[src/hw/afe_regs.svh]
// constants of the imaging front end control block: register indices, fields, resets, timing
// assumes nothing; included by the package and by every module
// Behaviour
// - controller zeroes configuration bits 8, 1, 0
// - configuration bit 7 picks 4 V or 2 V
// - configuration bit 6 enables internal reference, default on
// - configuration bit 5 picks three or one channel
// - configuration bit 4 picks double sampling, default on
// - configuration bit 3 picks 4 V clamp, default
// - bit 2 sleeps, registers kept
// - controller zeroes mux bits 8, 3, 2, 1, 0
// - order bit set: red, green, blue; strobe restarts
// - order bit clear: blue, green, red; strobe restarts
// - single channel: bits 6..4 pick fixed channel
// - separate writable gain register per channel
// - gain is six-bit straight binary, upper zero
// - offset is nine-bit sign magnitude, default zero
// - one channel sample per converter clock tick
// - single channel: only chosen channel is sampled
`ifndef AFE_REGS_SVH
`define AFE_REGS_SVH

`define AFE_REG_W          9
`define AFE_IDX_W          3
// device register indices on the link
`define AFE_IDX_CFG        3'h0
`define AFE_IDX_MUX        3'h1
`define AFE_IDX_GAIN_R     3'h2
`define AFE_IDX_GAIN_G     3'h3
`define AFE_IDX_GAIN_B     3'h4
`define AFE_IDX_OFS_R      3'h5
`define AFE_IDX_OFS_G      3'h6
`define AFE_IDX_OFS_B      3'h7
// configuration fields
`define AFE_CFG_RANGE_4V   7
`define AFE_CFG_REF_INT    6
`define AFE_CFG_THREE_CH   5
`define AFE_CFG_DOUBLE     4
`define AFE_CFG_CLAMP_4V   3
`define AFE_CFG_SLEEP      2
`define AFE_CFG_WMASK      9'h0fc
`define AFE_CFG_RESET      9'h078
// channel order fields
`define AFE_MUX_DIR        7
`define AFE_MUX_RED        6
`define AFE_MUX_GREEN      5
`define AFE_MUX_BLUE       4
`define AFE_MUX_WMASK      9'h0f0
`define AFE_MUX_RESET      9'h0c0
`define AFE_GAIN_WMASK     9'h03f
`define AFE_OFS_WMASK      9'h1ff
`define AFE_ZERO_RESET     9'h000
// controller registers, byte addresses on Avalon-MM
`define AFE_CSR_LINK_WR    5'h00
`define AFE_CSR_LINK_RD    5'h04
`define AFE_CSR_STATUS     5'h08
`define AFE_CSR_TIMING     5'h0c
`define AFE_CSR_DIV        5'h10
`define AFE_STATUS_PEND    16
`define AFE_PIX_LEN_RESET  8'h03
`define AFE_CONV_DIV_RESET 16'h0007

`endif

[src/hw/afe_pkg.sv]
// types of the imaging front end control block
// assumes afe_regs.svh beside it
`include "afe_regs.svh"
package afe_pkg;
	typedef enum logic [1:0]
	{
		AFE_CH_RED   = 2'b00,
		AFE_CH_GREEN = 2'b01,
		AFE_CH_BLUE  = 2'b10
	} afe_ch_t;

	typedef struct packed
	{
		logic [1:0] pos;
	} afe_seq_state_t;

	typedef struct packed
	{
		logic [7:0][`AFE_REG_W-1:0] regs;
		logic                       rd_valid;
		logic [`AFE_REG_W-1:0]      rd_data;
		logic                       take;
		afe_ch_t                    ch;
		logic [5:0]                 gain;
		logic [`AFE_REG_W-1:0]      offset;
	} afe_dev_state_t;

	typedef struct packed
	{
		logic                  wr_en;
		logic [`AFE_IDX_W-1:0] wr_addr;
		logic [`AFE_REG_W-1:0] wr_data;
		logic                  rd_en;
		logic [`AFE_IDX_W-1:0] rd_addr;
		logic [`AFE_REG_W-1:0] rd_data;
		logic                  rd_pend;
		logic                  run;
		logic [7:0]            pix_len;
		logic [7:0]            pix_cnt;
		logic [15:0]           div;
		logic [15:0]           div_cnt;
		logic                  conv_tick;
		logic                  pix_strobe;
		logic                  rd_ack;
		logic [31:0]           rdata;
	} afe_ctl_state_t;
endpackage

[src/hw/afe_if.sv]
// link between scanner controller and front end: register port plus sampling ticks
// assumes both ends run on one shared clock
`timescale 1ns/1ps
`include "afe_regs.svh"
interface afe_if;
	logic                  wr_en;
	logic [`AFE_IDX_W-1:0] wr_addr;
	logic [`AFE_REG_W-1:0] wr_data;
	logic                  rd_en;
	logic [`AFE_IDX_W-1:0] rd_addr;
	logic                  rd_valid;
	logic [`AFE_REG_W-1:0] rd_data;
	logic                  converter_clock;
	logic                  pixel_sample_strobe;

	modport ctl
	(
		output wr_en, wr_addr, wr_data, rd_en, rd_addr, converter_clock, pixel_sample_strobe,
		input  rd_valid, rd_data
	);
	modport dev
	(
		input  wr_en, wr_addr, wr_data, rd_en, rd_addr, converter_clock, pixel_sample_strobe,
		output rd_valid, rd_data
	);
endinterface

[src/hw/afe_seq.sv]
// channel multiplexer sequencer of the front end
// assumes ticks and strobe are one-cycle pulses on clk
`timescale 1ns/1ps
`include "afe_regs.svh"
module afe_seq
(
	input  wire logic             clk,        // system clock
	input  wire logic             rst_n,      // synchronous reset, low
	input  wire logic             conv_tick,  // converter clock tick
	input  wire logic             pix_strobe, // pixel sample strobe
	input  wire logic             three_ch,   // three-channel mode
	input  wire logic             dir_rgb,    // order red first
	input  wire logic [2:0]       single_sel, // red, green, blue select bits
	input  wire logic             sleep,      // no sampling while asleep
	output afe_pkg::afe_ch_t      ch,         // channel sampled now
	output logic                  take        // sample taken this cycle
);
	afe_pkg::afe_seq_state_t state_reg;
	afe_pkg::afe_seq_state_t state_next;
	logic [1:0]              pos_eff;

	function automatic afe_pkg::afe_ch_t order_ch(input logic [1:0] pos, input logic rgb);
		if (pos == 2'h1)
			order_ch = afe_pkg::AFE_CH_GREEN;
		else if ((pos == 2'h0) == rgb)
			order_ch = afe_pkg::AFE_CH_RED;
		else
			order_ch = afe_pkg::AFE_CH_BLUE;
	endfunction

	always_comb
	begin
		state_next = state_reg;
		pos_eff = pix_strobe ? 2'h0 : state_reg.pos;
		take = conv_tick & ~sleep;
		if (three_ch)
			ch = order_ch(pos_eff, dir_rgb);
		// several select bits set: red wins over green over blue; none set falls back to red
		else if (single_sel[2] | ~|single_sel)
			ch = afe_pkg::AFE_CH_RED;
		else if (single_sel[1])
			ch = afe_pkg::AFE_CH_GREEN;
		else
			ch = afe_pkg::AFE_CH_BLUE;
		state_next.pos = pos_eff;
		if (take)
			state_next.pos = (pos_eff == 2'h2) ? 2'h0 : pos_eff + 2'h1;
	end

	always_ff @(posedge clk)
	begin
		if (!rst_n)
			state_reg <= '0;
		else
			state_reg <= state_next;
	end
endmodule // afe_seq

[src/hw/afe_dev.sv]
// imaging front end: control registers and channel sampling sequence
// assumes the controller end drives the link on the same clock
`timescale 1ns/1ps
`include "afe_regs.svh"
module afe_dev
(
	input  wire logic                  SYS_CLK,        // system clock, 125 MHz
	input  wire logic                  RST_N,          // synchronous reset, low
	afe_if.dev                         LINK,           // link from the controller
	output logic                       RANGE_4V,       // converter range 4 V, else 2 V
	output logic                       REF_INT_EN,     // internal reference enabled
	output logic                       THREE_CH,       // three-channel mode
	output logic                       DOUBLE_SAMPLE,  // double sampling, else sample-hold
	output logic                       CLAMP_4V,       // clamp bias 4 V, else 3 V
	output logic                       SLEEP,          // sleep request active
	output logic                       SAMPLE_TAKE,    // one-cycle pulse per sample
	output afe_pkg::afe_ch_t           SAMPLE_CH,      // channel of that sample
	output logic [5:0]                 SAMPLE_GAIN,    // gain code of that sample
	output logic [`AFE_REG_W-1:0]      SAMPLE_OFFSET   // sign-magnitude offset of that sample
);
	afe_pkg::afe_dev_state_t state_reg;
	afe_pkg::afe_dev_state_t state_next;
	afe_pkg::afe_ch_t        seq_ch;
	logic                    seq_take;
	logic [`AFE_REG_W-1:0]   cfg;
	logic [`AFE_REG_W-1:0]   channel_order_select;

	function automatic logic [`AFE_REG_W-1:0] reset_of(input int idx);
		if (idx == int'(`AFE_IDX_CFG))
			reset_of = `AFE_CFG_RESET;
		else if (idx == int'(`AFE_IDX_MUX))
			reset_of = `AFE_MUX_RESET;
		else
			reset_of = `AFE_ZERO_RESET;
	endfunction

	assign cfg = state_reg.regs[`AFE_IDX_CFG];
	assign channel_order_select = state_reg.regs[`AFE_IDX_MUX];

	afe_seq u_afe_seq
	(
		.clk        (SYS_CLK),
		.rst_n      (RST_N),
		.conv_tick  (LINK.converter_clock),
		.pix_strobe (LINK.pixel_sample_strobe),
		.three_ch   (cfg[`AFE_CFG_THREE_CH]),
		.dir_rgb    (channel_order_select[`AFE_MUX_DIR]),
		.single_sel ({channel_order_select[`AFE_MUX_RED], channel_order_select[`AFE_MUX_GREEN], channel_order_select[`AFE_MUX_BLUE]}),
		.sleep      (cfg[`AFE_CFG_SLEEP]),
		.ch         (seq_ch),
		.take       (seq_take)
	);

	always_comb
	begin
		state_next = state_reg;
		state_next.rd_valid = LINK.rd_en;
		if (LINK.rd_en)
			state_next.rd_data = state_reg.regs[LINK.rd_addr];
		// every register stays writable and unchanged through sleep
		if (LINK.wr_en)
			state_next.regs[LINK.wr_addr] = LINK.wr_data;
		state_next.take = seq_take;
		if (seq_take)
		begin
			// the sample uses values standing before this edge; a write in the same cycle
			// applies from the next sample on
			state_next.ch = seq_ch;
			state_next.gain = state_reg.regs[3'(`AFE_IDX_GAIN_R + seq_ch)][5:0];
			state_next.offset = state_reg.regs[3'(`AFE_IDX_OFS_R + seq_ch)];
		end
	end

	always_ff @(posedge SYS_CLK)
	begin
		if (!RST_N)
		begin
			for (int i = 0; i < 8; i++)
				state_reg.regs[i] <= reset_of(i);
			state_reg.rd_valid <= 1'b0;
			state_reg.rd_data <= '0;
			state_reg.take <= 1'b0;
			state_reg.ch <= afe_pkg::AFE_CH_RED;
			state_reg.gain <= '0;
			state_reg.offset <= '0;
		end
		else
			state_reg <= state_next;
	end

	assign LINK.rd_valid = state_reg.rd_valid;
	assign LINK.rd_data = state_reg.rd_data;
	assign RANGE_4V = cfg[`AFE_CFG_RANGE_4V];
	assign REF_INT_EN = cfg[`AFE_CFG_REF_INT];
	assign THREE_CH = cfg[`AFE_CFG_THREE_CH];
	assign DOUBLE_SAMPLE = cfg[`AFE_CFG_DOUBLE];
	assign CLAMP_4V = cfg[`AFE_CFG_CLAMP_4V];
	assign SLEEP = cfg[`AFE_CFG_SLEEP];
	assign SAMPLE_TAKE = state_reg.take;
	assign SAMPLE_CH = state_reg.ch;
	assign SAMPLE_GAIN = state_reg.gain;
	assign SAMPLE_OFFSET = state_reg.offset;
endmodule // afe_dev

[src/flat_wrapper.sv]
// flat-port wrapper written by rule: the top's interface ports become plain ports
module afe_dev_flat 
  (SYS_CLK, RST_N, RANGE_4V, REF_INT_EN, THREE_CH, DOUBLE_SAMPLE, CLAMP_4V, SLEEP, SAMPLE_TAKE, SAMPLE_CH, SAMPLE_GAIN, SAMPLE_OFFSET, LINK_wr_en, LINK_wr_addr, LINK_wr_data, LINK_rd_en, LINK_rd_addr, LINK_converter_clock, LINK_pixel_sample_strobe, LINK_rd_valid, LINK_rd_data);
  afe_if LINK_i ();
  input  wire logic SYS_CLK;
  input  wire logic RST_N;
  output logic RANGE_4V;
  output logic REF_INT_EN;
  output logic THREE_CH;
  output logic DOUBLE_SAMPLE;
  output logic CLAMP_4V;
  output logic SLEEP;
  output logic SAMPLE_TAKE;
  output afe_pkg::afe_ch_t SAMPLE_CH;
  output logic [5:0] SAMPLE_GAIN;
  output logic [`AFE_REG_W-1:0] SAMPLE_OFFSET;
  input wire logic [$bits(LINK_i.wr_en)-1:0] LINK_wr_en;
  input wire logic [$bits(LINK_i.wr_addr)-1:0] LINK_wr_addr;
  input wire logic [$bits(LINK_i.wr_data)-1:0] LINK_wr_data;
  input wire logic [$bits(LINK_i.rd_en)-1:0] LINK_rd_en;
  input wire logic [$bits(LINK_i.rd_addr)-1:0] LINK_rd_addr;
  input wire logic [$bits(LINK_i.converter_clock)-1:0] LINK_converter_clock;
  input wire logic [$bits(LINK_i.pixel_sample_strobe)-1:0] LINK_pixel_sample_strobe;
  output wire logic [$bits(LINK_i.rd_valid)-1:0] LINK_rd_valid;
  output wire logic [$bits(LINK_i.rd_data)-1:0] LINK_rd_data;
  assign LINK_i.wr_en = LINK_wr_en;
  assign LINK_i.wr_addr = LINK_wr_addr;
  assign LINK_i.wr_data = LINK_wr_data;
  assign LINK_i.rd_en = LINK_rd_en;
  assign LINK_i.rd_addr = LINK_rd_addr;
  assign LINK_i.converter_clock = LINK_converter_clock;
  assign LINK_i.pixel_sample_strobe = LINK_pixel_sample_strobe;
  assign LINK_rd_valid = LINK_i.rd_valid;
  assign LINK_rd_data = LINK_i.rd_data;
  afe_dev u_core (.SYS_CLK(SYS_CLK), .RST_N(RST_N), .LINK(LINK_i), .RANGE_4V(RANGE_4V), .REF_INT_EN(REF_INT_EN), .THREE_CH(THREE_CH), .DOUBLE_SAMPLE(DOUBLE_SAMPLE), .CLAMP_4V(CLAMP_4V), .SLEEP(SLEEP), .SAMPLE_TAKE(SAMPLE_TAKE), .SAMPLE_CH(SAMPLE_CH), .SAMPLE_GAIN(SAMPLE_GAIN), .SAMPLE_OFFSET(SAMPLE_OFFSET));
endmodule
[config.mk]
export PLATFORM = sky130hd
export DESIGN_NAME = afe_dev_flat
export DESIGN_NICKNAME = d
export VERILOG_FILES = /design/src/hw/afe_pkg.sv /design/src/hw/afe_if.sv /design/src/hw/afe_seq.sv /design/src/hw/afe_dev.sv /design/src/flat_wrapper.sv
export VERILOG_INCLUDE_DIRS = /design/src /design/src/hw
export SDC_FILE = /design/constraint.sdc
export NUM_CORES = 1
export LEC_CHECK = 0
export ABC_AREA = 1
export BUFFER_PORTS_ARGS = -buffer_cell sky130_fd_sc_hd__buf_4
export CAP_MARGIN = 30
export CORE_MARGIN = 2
export CORE_UTILIZATION = 40
export DETAILED_ROUTE_END_ITERATION = 10
export PLACE_DENSITY = 0.68
export SLEW_MARGIN = 30
export SYNTH_ARGS = -nofsm -noshare
export SYNTH_HDL_FRONTEND = slang
export SYNTH_SLANG_ARGS = --single-unit
[constraint.sdc]
create_clock -name SYS_CLK -period 1.22 [get_ports SYS_CLK]
set_input_delay 0.244 -clock SYS_CLK [delete_from_list [all_inputs] [get_ports SYS_CLK]]
set_output_delay 0.244 -clock SYS_CLK [all_outputs]
set_load 0.01 [all_outputs]
==> results.sh, run 1 <==
export IMPL_status="finished, violations left"
export IMPL_violations="negative setup slack"
export IMPL_p_leak_uw=0.00255
export IMPL_ys_flop_type="dfxtp_1"
export IMPL_cts_buffers=9
export IMPL_critPathTopFamily="simple AND/OR/NAND/NOR gates"
export IMPL_start_util_pct=40.7
export IMPL_synth_edff_count=0
export IMPL_path_max_fanout=7
export IMPL_cap_viol_max_count=0
export IMPL_area_delta_synth_final_pct=23.0
export IMPL_hold_viol=0
export IMPL_largest_reg_flops=54
export IMPL_syn_nets=710
export IMPL_routed_via_count=4771
export IMPL_end_kind="register"
export IMPL_fmax_ghz=0.727
export IMPL_grt_pass1_vias=4488
export IMPL_rsz0062_at_grt="true"
export IMPL_detailedPlace_worstSlack_ns=-0.215
export IMPL_cts_tree="done"
export IMPL_worstSetupPathType="reg -> reg"
export IMPL_coreArea_um2=11900
export IMPL_cts_sinks=102
export IMPL_clkSlewWorstSetupHoldPaths_ns=0.07
export IMPL_vdd_drop_max_mv=0.732
export IMPL_clock_skew_ns=0.0125
export IMPL_clkLatencyLatePin_ns=0.35
export IMPL_finalWirelength_um=14300
export IMPL_antenna_cells=0
export IMPL_dp_hpwl_um=10300
export IMPL_ys_warn_count=0
export IMPL_drtIter0Drc=319
export IMPL_syn_inst=689
export IMPL_port_buffers=54
export IMPL_grt_ovfl_total=0
export IMPL_hold_class="in -> reg"
export IMPL_crit_buf_inv=2
export IMPL_final_area_um2=5960
export IMPL_arrival_ns=1.61
export IMPL_design_die_area_um2=13000
export IMPL_route_detailed_drc=0
export IMPL_num_rows=40
export IMPL_grt_pass1_wl_um=22900
export IMPL_dieHeight_um=114
export IMPL_synthArstFlopShare_pct=0
export IMPL_slowest_stage="dfxtp_2"
export IMPL_fin_crit_sh_pct=113
export IMPL_avgViaCountPerCell=5.30
export IMPL_synth_seq_area_share_pct=42.1
export IMPL_critPathMostFrequentCell="nand2_1"
export IMPL_antenna_found_initial=0
export IMPL_wl_per_cell_um=15.8
export IMPL_h_tree_depth=3
export IMPL_start_kind="register"
export IMPL_ys_types=25
export IMPL_netlist_area_um2=4840
export IMPL_slew_viol_final=0
export IMPL_gp_congestion=0.945
export IMPL_max_slew_margin_pct=69.3
export IMPL_postLayoutCoreUtil_pct=50.0
export IMPL_finalNetCount=770
export IMPL_path_cells="inv_2 -> nor2_4 -> nand3_4 -> buf_4 -> nand3_1 -> nand2_1 -> nand2_1 -> nand2_1 -> nand2_1 -> a21oi_2"
export IMPL_postRouteAntennaNets=0
export IMPL_crit_required_ns=1.45
export IMPL_filler_cell_count=1174
export IMPL_die_w_um=114
export IMPL_drt_first_pass_iters=5
export IMPL_setup_viol=16
export IMPL_clockRootBuffer="clkbuf_16"
export IMPL_drive_gt1_share_pct=23.5
export IMPL_place_area_um2=5540
export IMPL_syn_avg_cell_area_um2=7.03
export IMPL_power_density_nw_per_um2=1240
export IMPL_pin_count=55
export IMPL_grt_max_degree=39
export IMPL_worst_slew_pin_slew_ns=0.460
export IMPL_setup_slack_ns=-0.155
export IMPL_track_usage_pct=22.5
export IMPL_synth_seq_cells=102
export IMPL_max_stage_delay_ns=0.35
export IMPL_clk_path_buf_depth=2
export IMPL_finalCriticalPeriod_ns=1.38
cell usage in the layout (no fill, tap or decap), types with 8 or more instances in the layout:
master and n:
a21oi_1 79, buf_4 102, clkbuf_16 9, dfxtp_1 96, inv_1 47, nand2_1 74, nand3_1 23, nor2_1 113
o21ai_0 121, o22ai_1 8
synthesized netlist by cell type (9+ instances only):
| master | count | area, um2 |
|---|---|---|
| buf_4 | 26 | 195 |
| buf_2 | 11 | 55.1 |
| nand2_1 | 77 | 289 |
| nand3_1 | 23 | 115 |
| nor2_1 | 114 | 428 |
| clkbuf_1 | 25 | 93.8 |
| dfxtp_1 | 102 | 2040 |
| o21ai_0 | 124 | 621 |
| o21ai_1 | 9 | 45.0 |
| inv_1 | 51 | 191 |
| a21oi_1 | 82 | 410 |
| o22ai_1 | 10 | 62.6 |
cells by family (layout without fill, tap and decap cells):
group                  after synthesis  after routing  synth area share, %
AO/OA/AOI/OAI                      234            234                 25.0
flip-flops                         102            102                 42.1
AND/OR/NAND/NOR                    228            230                 20.1
buffers and inverters              125            188                 12.7
final timing paths:
kind                                 startpoint                 endpoint  depth (start not counted)  slack, ns
hold / removal                       LINK_rd_en   u_core.LINK.rd_data[7]                          2       0.21
hold reg to reg            u_core.state_reg[62]     u_core.state_reg[62]                          2       0.46
setup reg to reg  u_core.u_afe_seq.state_reg[0]  u_core.SAMPLE_OFFSET[4]                         10      -0.16
setup / recovery  u_core.u_afe_seq.state_reg[0]  u_core.SAMPLE_OFFSET[4]                         10      -0.16
power breakdown:
part	leakage, uW	internal (uW)	switching [uW]
registers	0.000833	3470	92.6
clock network	0.000126	1400	1320
logic	0.00159	449	635
total	0.00255	5320	2050
timing repair:
item                       in CTS  in global routing
cloned                          2                  0
setup buffers                   4                  0
pin swaps                       4                  4
gates resized for setup        16                 21
setup endpoints to repair      19                 23
hold buffers                    0                  0
hold endpoints to repair        0                  0
area by class of cell:
| type | instances | area [um2] | share of cell area, % |
|---|---|---|---|
| multi-input combinational | 464 | 2280 | 38.2 |
| sequential | 102 | 2050 | 34.4 |
| timing repair buffer | 113 | 942 | 15.8 |
| inverter | 59 | 233 | 3.90 |
| clock buffer | 10 | 229 | 3.84 |
| tap | 147 | 184 | 3.09 |
| clock inverter | 6 | 45.0 | 0.756 |
metrics by stage:
| step | std cells | total power [uW] | TNS, ns | hold WS [ns] |
|---|---|---|---|---|
| after global placement | 880 | 4630 | -3.77 | 0.437 |
| after detailed placement | 880 | 4650 | -6.05 | 0.446 |
| after floorplan | 689 | 4240 | 0 | 0.370 |
| after global routing | 901 | 7650 | -3.58 | 0.213 |
| final | 901 | 7360 | -2.00 | 0.207 |
| after CTS | 902 | 7370 | -2.35 | 0.198 |
metal layers:
metal	part of all wire (%)	track usage, %
met1	44	30.2
met2	46	35.9
met3	7.4	4.39
met4	2.6	8.78
met5	0	0
Power figures use the tool's default switching activity.
==> run 2: changes to the inputs <==
- SKIP_CTS_REPAIR_TIMING: unset -> 1
==> results.sh, run 2 (synthesis results as in run 1) <==
export IMPL_cts_sinks=102
export IMPL_clkSlewWorstSetupHoldPaths_ns=0.07
export IMPL_hold_class="in -> reg"
export IMPL_antenna_found_initial=0
export IMPL_dp_hpwl_um=10300
export IMPL_pin_count=55
export IMPL_grt_pass1_wl_um=22500
export IMPL_gp_congestion=0.945
export IMPL_p_sw_uw=2040
export IMPL_route_detailed_drc=0
export IMPL_grt_max_degree=39
export IMPL_cap_viol_max_count=0
export IMPL_critPathMostFrequentCell="nand2_1"
export IMPL_coreArea_um2=11900
export IMPL_antenna_cells=0
export IMPL_violations="negative setup slack"
export IMPL_num_rows=40
export IMPL_grt_ovfl_total=0
export IMPL_start_util_pct=40.7
export IMPL_switching_share_pct=27.8
export IMPL_drive_gt1_share_pct=23.1
export IMPL_arrival_ns=1.63
export IMPL_fin_cells=899
export IMPL_fmax_ghz=0.715
export IMPL_design_die_area_um2=13000
export IMPL_place_inst=880
export IMPL_max_stage_delay_ns=0.34
export IMPL_cts_tree="done"
export IMPL_crit_required_ns=1.45
export IMPL_h_tree_depth=3
export IMPL_filler_cell_count=1171
export IMPL_power_density_nw_per_um2=1240
export IMPL_wl_per_cell_um=15.9
export IMPL_clock_skew_ns=0.0123
export IMPL_path_cells="inv_2 -> nor2_4 -> nand3_4 -> buf_4 -> nand3_1 -> nand2_1 -> nand2_1 -> nand2_1 -> nand2_1 -> a21oi_2"
export IMPL_port_buffers=54
export IMPL_p_int_uw=5310
export IMPL_finalCriticalPeriod_ns=1.40
export IMPL_drt_first_pass_iters=5
export IMPL_clockRootBuffer="clkbuf_16"
export IMPL_slowest_stage="dfxtp_2"
export IMPL_slew_viol_final=0
export IMPL_crit_buf_inv=2
export IMPL_cts_buffers=9
export IMPL_routed_via_count=4734
export IMPL_place_area_um2=5540
export IMPL_p_clk_share_pct=36.9
export IMPL_hold_viol=0
export IMPL_setup_slack_ns=-0.179
export IMPL_clk_path_buf_depth=2
export IMPL_r2r_slack_ns=-0.18
export IMPL_path_max_fanout=7
export IMPL_max_slew_margin_pct=70.1
export IMPL_p_leak_uw=0.00253
export IMPL_largest_reg_flops=54
export IMPL_status="finished, violations left"
export IMPL_hold_ws_ns=0.205
export IMPL_final_cell_mix="o21ai_0 (121), nor2_1 (111), buf_4 (101)"
export IMPL_fin_crit_sh_pct=115
export IMPL_dieHeight_um=114
export IMPL_drtIter0Drc=291
export IMPL_start_kind="register"
export IMPL_postRouteAntennaNets=0
export IMPL_critPathTopFamily="simple AND/OR/NAND/NOR gates"
export IMPL_finalNetCount=768
export IMPL_end_kind="register"
export IMPL_grt_pass1_vias=4424
export IMPL_worst_slew_pin_slew_ns=0.448
export IMPL_final_area_um2=5940
export IMPL_die_w_um=114
export IMPL_area_delta_synth_final_pct=22.6
export IMPL_setup_viol=17
export IMPL_rsz0062_at_grt="true"
export IMPL_finalWirelength_um=14300
export IMPL_track_usage_pct=22.1
export IMPL_vdd_drop_max_mv=0.733
export IMPL_clkLatencyLatePin_ns=0.35
export IMPL_final_common_cell="o21ai_0"
export IMPL_p_comb_share_pct=14.7
export IMPL_power_frac_seq_pct=48.4
export IMPL_avgViaCountPerCell=5.27
export IMPL_worstSetupPathType="reg -> reg"
[run 2: cell count changes in the layout (fill, tap and decap cells not counted), moves of 2 or more]
cell     before  now
o21ai_1       7    9
dfxtp_2       5    3
a21oi_2       6    8
a21oi_1      79   77
o21ai_2       5    3
nor2_2        3    5
nor2_1      113  111
[run 2: stage by stage]
stage	util, %	total power (uW)	setup TNS (ns)	worst slack (ns)
2_1_floorplan	-	4240	0	0.0000808
3_3_place_gp	46.5	4630	-3.77	-0.158
3_5_place_dp	46.5	4650	-6.05	-0.215
4_1_cts	48.8	7340	-2.59	-0.232
5_1_grt	49.9	7640	-3.96	-0.259
6_report	49.9	7350	-2.29	-0.179
[run 2: path summary, 6_finish.rpt]
check | depth (start not counted) | from | end
worst max-delay path | 10 | u_core.u_afe_seq.state_reg[0] | u_core.SAMPLE_OFFSET[4]
worst min-delay path | 4 | LINK_pixel_sample_strobe | u_core.u_afe_seq.state_reg[1]
worst max register to register | 10 | u_core.u_afe_seq.state_reg[0] | u_core.SAMPLE_OFFSET[4]
worst min register to register | 2 | u_core.state_reg[62] | u_core.state_reg[62]
[run 2: power by group through the flow]
stage,clock (uW),sequential (uW),combinational (uW)
finish,2710,3560,1080
detailed placement,0,3630,1020
global placement,0,3630,1000
CTS,2760,3560,1020
floorplan,0,3600,633
global route,2880,3570,1190
[run 2: worst register-to-register path, cell delays in order (launching register included)]
cell and delay (ns):
dfxtp_2 0.34, inv_2 0.04, nor2_4 0.13, nand3_4 0.17
buf_4 0.21, nand3_1 0.07, nand2_1 0.07, nand2_1 0.07
nand2_1 0.06, nand2_1 0.07, a21oi_2 0.05
[run 2: cell type report]
cell class / instances / area (um2) / share of cell area, %
tap: 147 / 184 / 3.10
multi-input combinational: 464 / 2270 / 38.3
timing repair buffer: 111 / 923 / 15.5
clock buffer: 10 / 229 / 3.86
clock inverter: 6 / 45.0 / 0.759
inverter: 59 / 230 / 3.88
sequential: 102 / 2050 / 34.6
[run 2: per-layer routing]
| metal | wire length (um) | global-route usage [%] | vias to the layer above | part of all wire [%] |
|---|---|---|---|---|
| met4 | 365 | 8.37 | 0 | 2.6 |
| met5 | 0 | 0 | - | 0 |
| li1 | - | - | 2350 | - |
| met1 | 6210 | 30.0 | 2171 | 43 |
| met2 | 6620 | 35.0 | 188 | 46 |
| met3 | 1120 | 4.39 | 25 | 7.8 |
==> run 3: changes to the inputs <==
- CORE_UTILIZATION: 40 -> 57
- PLACE_DENSITY: 0.68 -> 0.86
- clock period: 1.22 -> 1.65 ns (I/O delays scaled with it)
==> results.sh, run 3 (synthesis results as in run 1) <==
export IMPL_coreArea_um2=8220
export IMPL_rsz0062_at_grt="false"
export IMPL_max_stage_delay_ns=0.32
export IMPL_design_die_area_um2=9250
export IMPL_finalNetCount=722
export IMPL_end_kind="register"
export IMPL_regArea_um2=2040
export IMPL_start_kind="register"
export IMPL_setup_viol=0
export IMPL_grt_pass1_vias=4020
export IMPL_clkSlewWorstSetupHoldPaths_ns=0.10
export IMPL_setup_slack_ns=0.170
export IMPL_path_max_fanout=25
export IMPL_place_area_um2=5110
export IMPL_worstSetupPathType="reg -> reg"
export IMPL_min_from="LINK_rd_en"
export IMPL_pin_count=55
export IMPL_cts_sinks=102
export IMPL_finalWirelength_um=12900
export IMPL_clk_path_buf_depth=2
export IMPL_port_buffers=54
export IMPL_dieHeight_um=96.2
export IMPL_drive_gt1_share_pct=15.2
export IMPL_slew_viol_final=0
export IMPL_critPathMostFrequentCell="a21oi_1"
export IMPL_r2r_cells=7
export IMPL_drtIter0Drc=593
export IMPL_route_detailed_drc=0
export IMPL_drt_first_pass_iters=8
export IMPL_hold_class="in -> reg"
export IMPL_start_util_pct=59.0
export IMPL_r2r_slack_ns=0.17
export IMPL_r2r_end="u_core.SAMPLE_GAIN[0]"
export IMPL_clkLatencyLatePin_ns=0.38
export IMPL_vdd_drop_max_mv=0.494
export IMPL_arrival_ns=1.79
export IMPL_min_to="u_core.LINK.rd_valid"
export IMPL_num_rows=33
export IMPL_grt_ovfl_total=0
export IMPL_slowest_stage="dfxtp_1"
export IMPL_clockRootBuffer="clkbuf_8"
export IMPL_die_w_um=96.2
export IMPL_crit_buf_inv=2
export IMPL_path_cells="inv_1 -> nand3_4 -> nand2_8 -> inv_4 -> a21oi_1 -> nor2_1 -> a21oi_1"
export IMPL_gp_congestion=0.896
export IMPL_timing_rr_start="u_core.channel_order_select[6]"
export IMPL_postRouteAntennaNets=0
export IMPL_status="complete, no violations"
export IMPL_antenna_cells=0
export IMPL_fmax_ghz=0.676
export IMPL_detailedPlace_worstSlack_ns=0.0927
export IMPL_worst_slew_pin_slew_ns=0.543
export IMPL_hold_viol=0
export IMPL_final_common_cell="o21ai_0"
export IMPL_cts_buffers=9
export IMPL_critPathTopFamily="simple AND/OR/NAND/NOR gates"
export IMPL_hold_depth=3
export IMPL_multi_input_area_um2=2190
export IMPL_cts_tree="done"
export IMPL_grt_max_degree=84
export IMPL_avgViaCountPerCell=5.78
export IMPL_crit_required_ns=1.96
export IMPL_track_usage_pct=28.8
export IMPL_h_tree_depth=3
export IMPL_hold_ws_ns=0.254
export IMPL_final_area_um2=5320
export IMPL_antenna_found_initial=0
export IMPL_power_density_nw_per_um2=930
export IMPL_routed_via_count=4690
export IMPL_max_slew_margin_pct=63.7
export IMPL_dp_hpwl_um=8990
export IMPL_largest_reg_flops=54
export IMPL_clock_skew_ns=0.00735
export IMPL_tns_ns=0
export IMPL_cap_viol_max_count=0
export IMPL_finalCriticalPeriod_ns=1.48
export IMPL_wl_per_cell_um=15.9
export IMPL_p_leak_uw=0.00225
export IMPL_fin_crit_sh_pct=89.7
export IMPL_area_delta_synth_final_pct=9.79
export IMPL_grt_pass1_wl_um=20300
export IMPL_filler_cell_count=718
export IMPL_final_cell_mix="o21ai_0 (124), nor2_1 (114), dfxtp_1 (101)"
## run 3: worst max path at each step
stage	from	to	cells past startpoint
2_1_floorplan	u_core.cfg[5]	u_core.SAMPLE_OFFSET[3]	10
3_3_place_gp	LINK_pixel_sample_strobe	u_core.SAMPLE_OFFSET[6]	10
3_5_place_dp	LINK_pixel_sample_strobe	u_core.SAMPLE_OFFSET[1]	10
4_1_cts	u_core.cfg[5]	u_core.SAMPLE_OFFSET[6]	9
5_1_grt	u_core.u_afe_seq.state_reg[0]	u_core.SAMPLE_OFFSET[1]	10
6_report	u_core.channel_order_select[6]	u_core.SAMPLE_GAIN[0]	7
## run 3: power by group
part           switching (uW)  total, uW  internal, uW
clock network             890       1640           754
registers                63.4       2630          2560
logic                     431        674           243
## run 3: through the flow
| stage | std cells | utilization (%) | total power, uW |
|---|---|---|---|
| after global placement | 795 | 62.2 | 3320 |
| after detailed placement | 795 | 62.2 | 3340 |
| after CTS | 811 | 64.7 | 4950 |
| final | 811 | 64.7 | 4950 |
| after floorplan | 689 | - | 3130 |
| after global routing | 811 | 64.7 | 5130 |
## run 3: final cells by class
type                            instances  area share, %
Sequential cell                       102           38.4
Inverter                               59           4.21
Tap cell                              105           2.47
Timing Repair Buffer                   67           9.93
Multi-Input combinational cell        462           41.1
Clock inverter                          6           1.29
Clock buffer                           10           2.59
## run 3: worst reg2reg max path, stage by stage (launching register included)
cell	delay, ns
dfxtp_1	0.32
inv_1	0.17
nand3_4	0.17
nand2_8	0.21
inv_4	0.11
a21oi_1	0.23
nor2_1	0.08
a21oi_1	0.13
## run 3: layer usage
metal,vias to the layer above,GRT usage (%),share of wire (%)
met5,-,0,0
met4,0,13.2,3.2
met3,36,4.54,9.1
met2,247,45.0,46
met1,2145,39.1,42
li1,2262,-,-
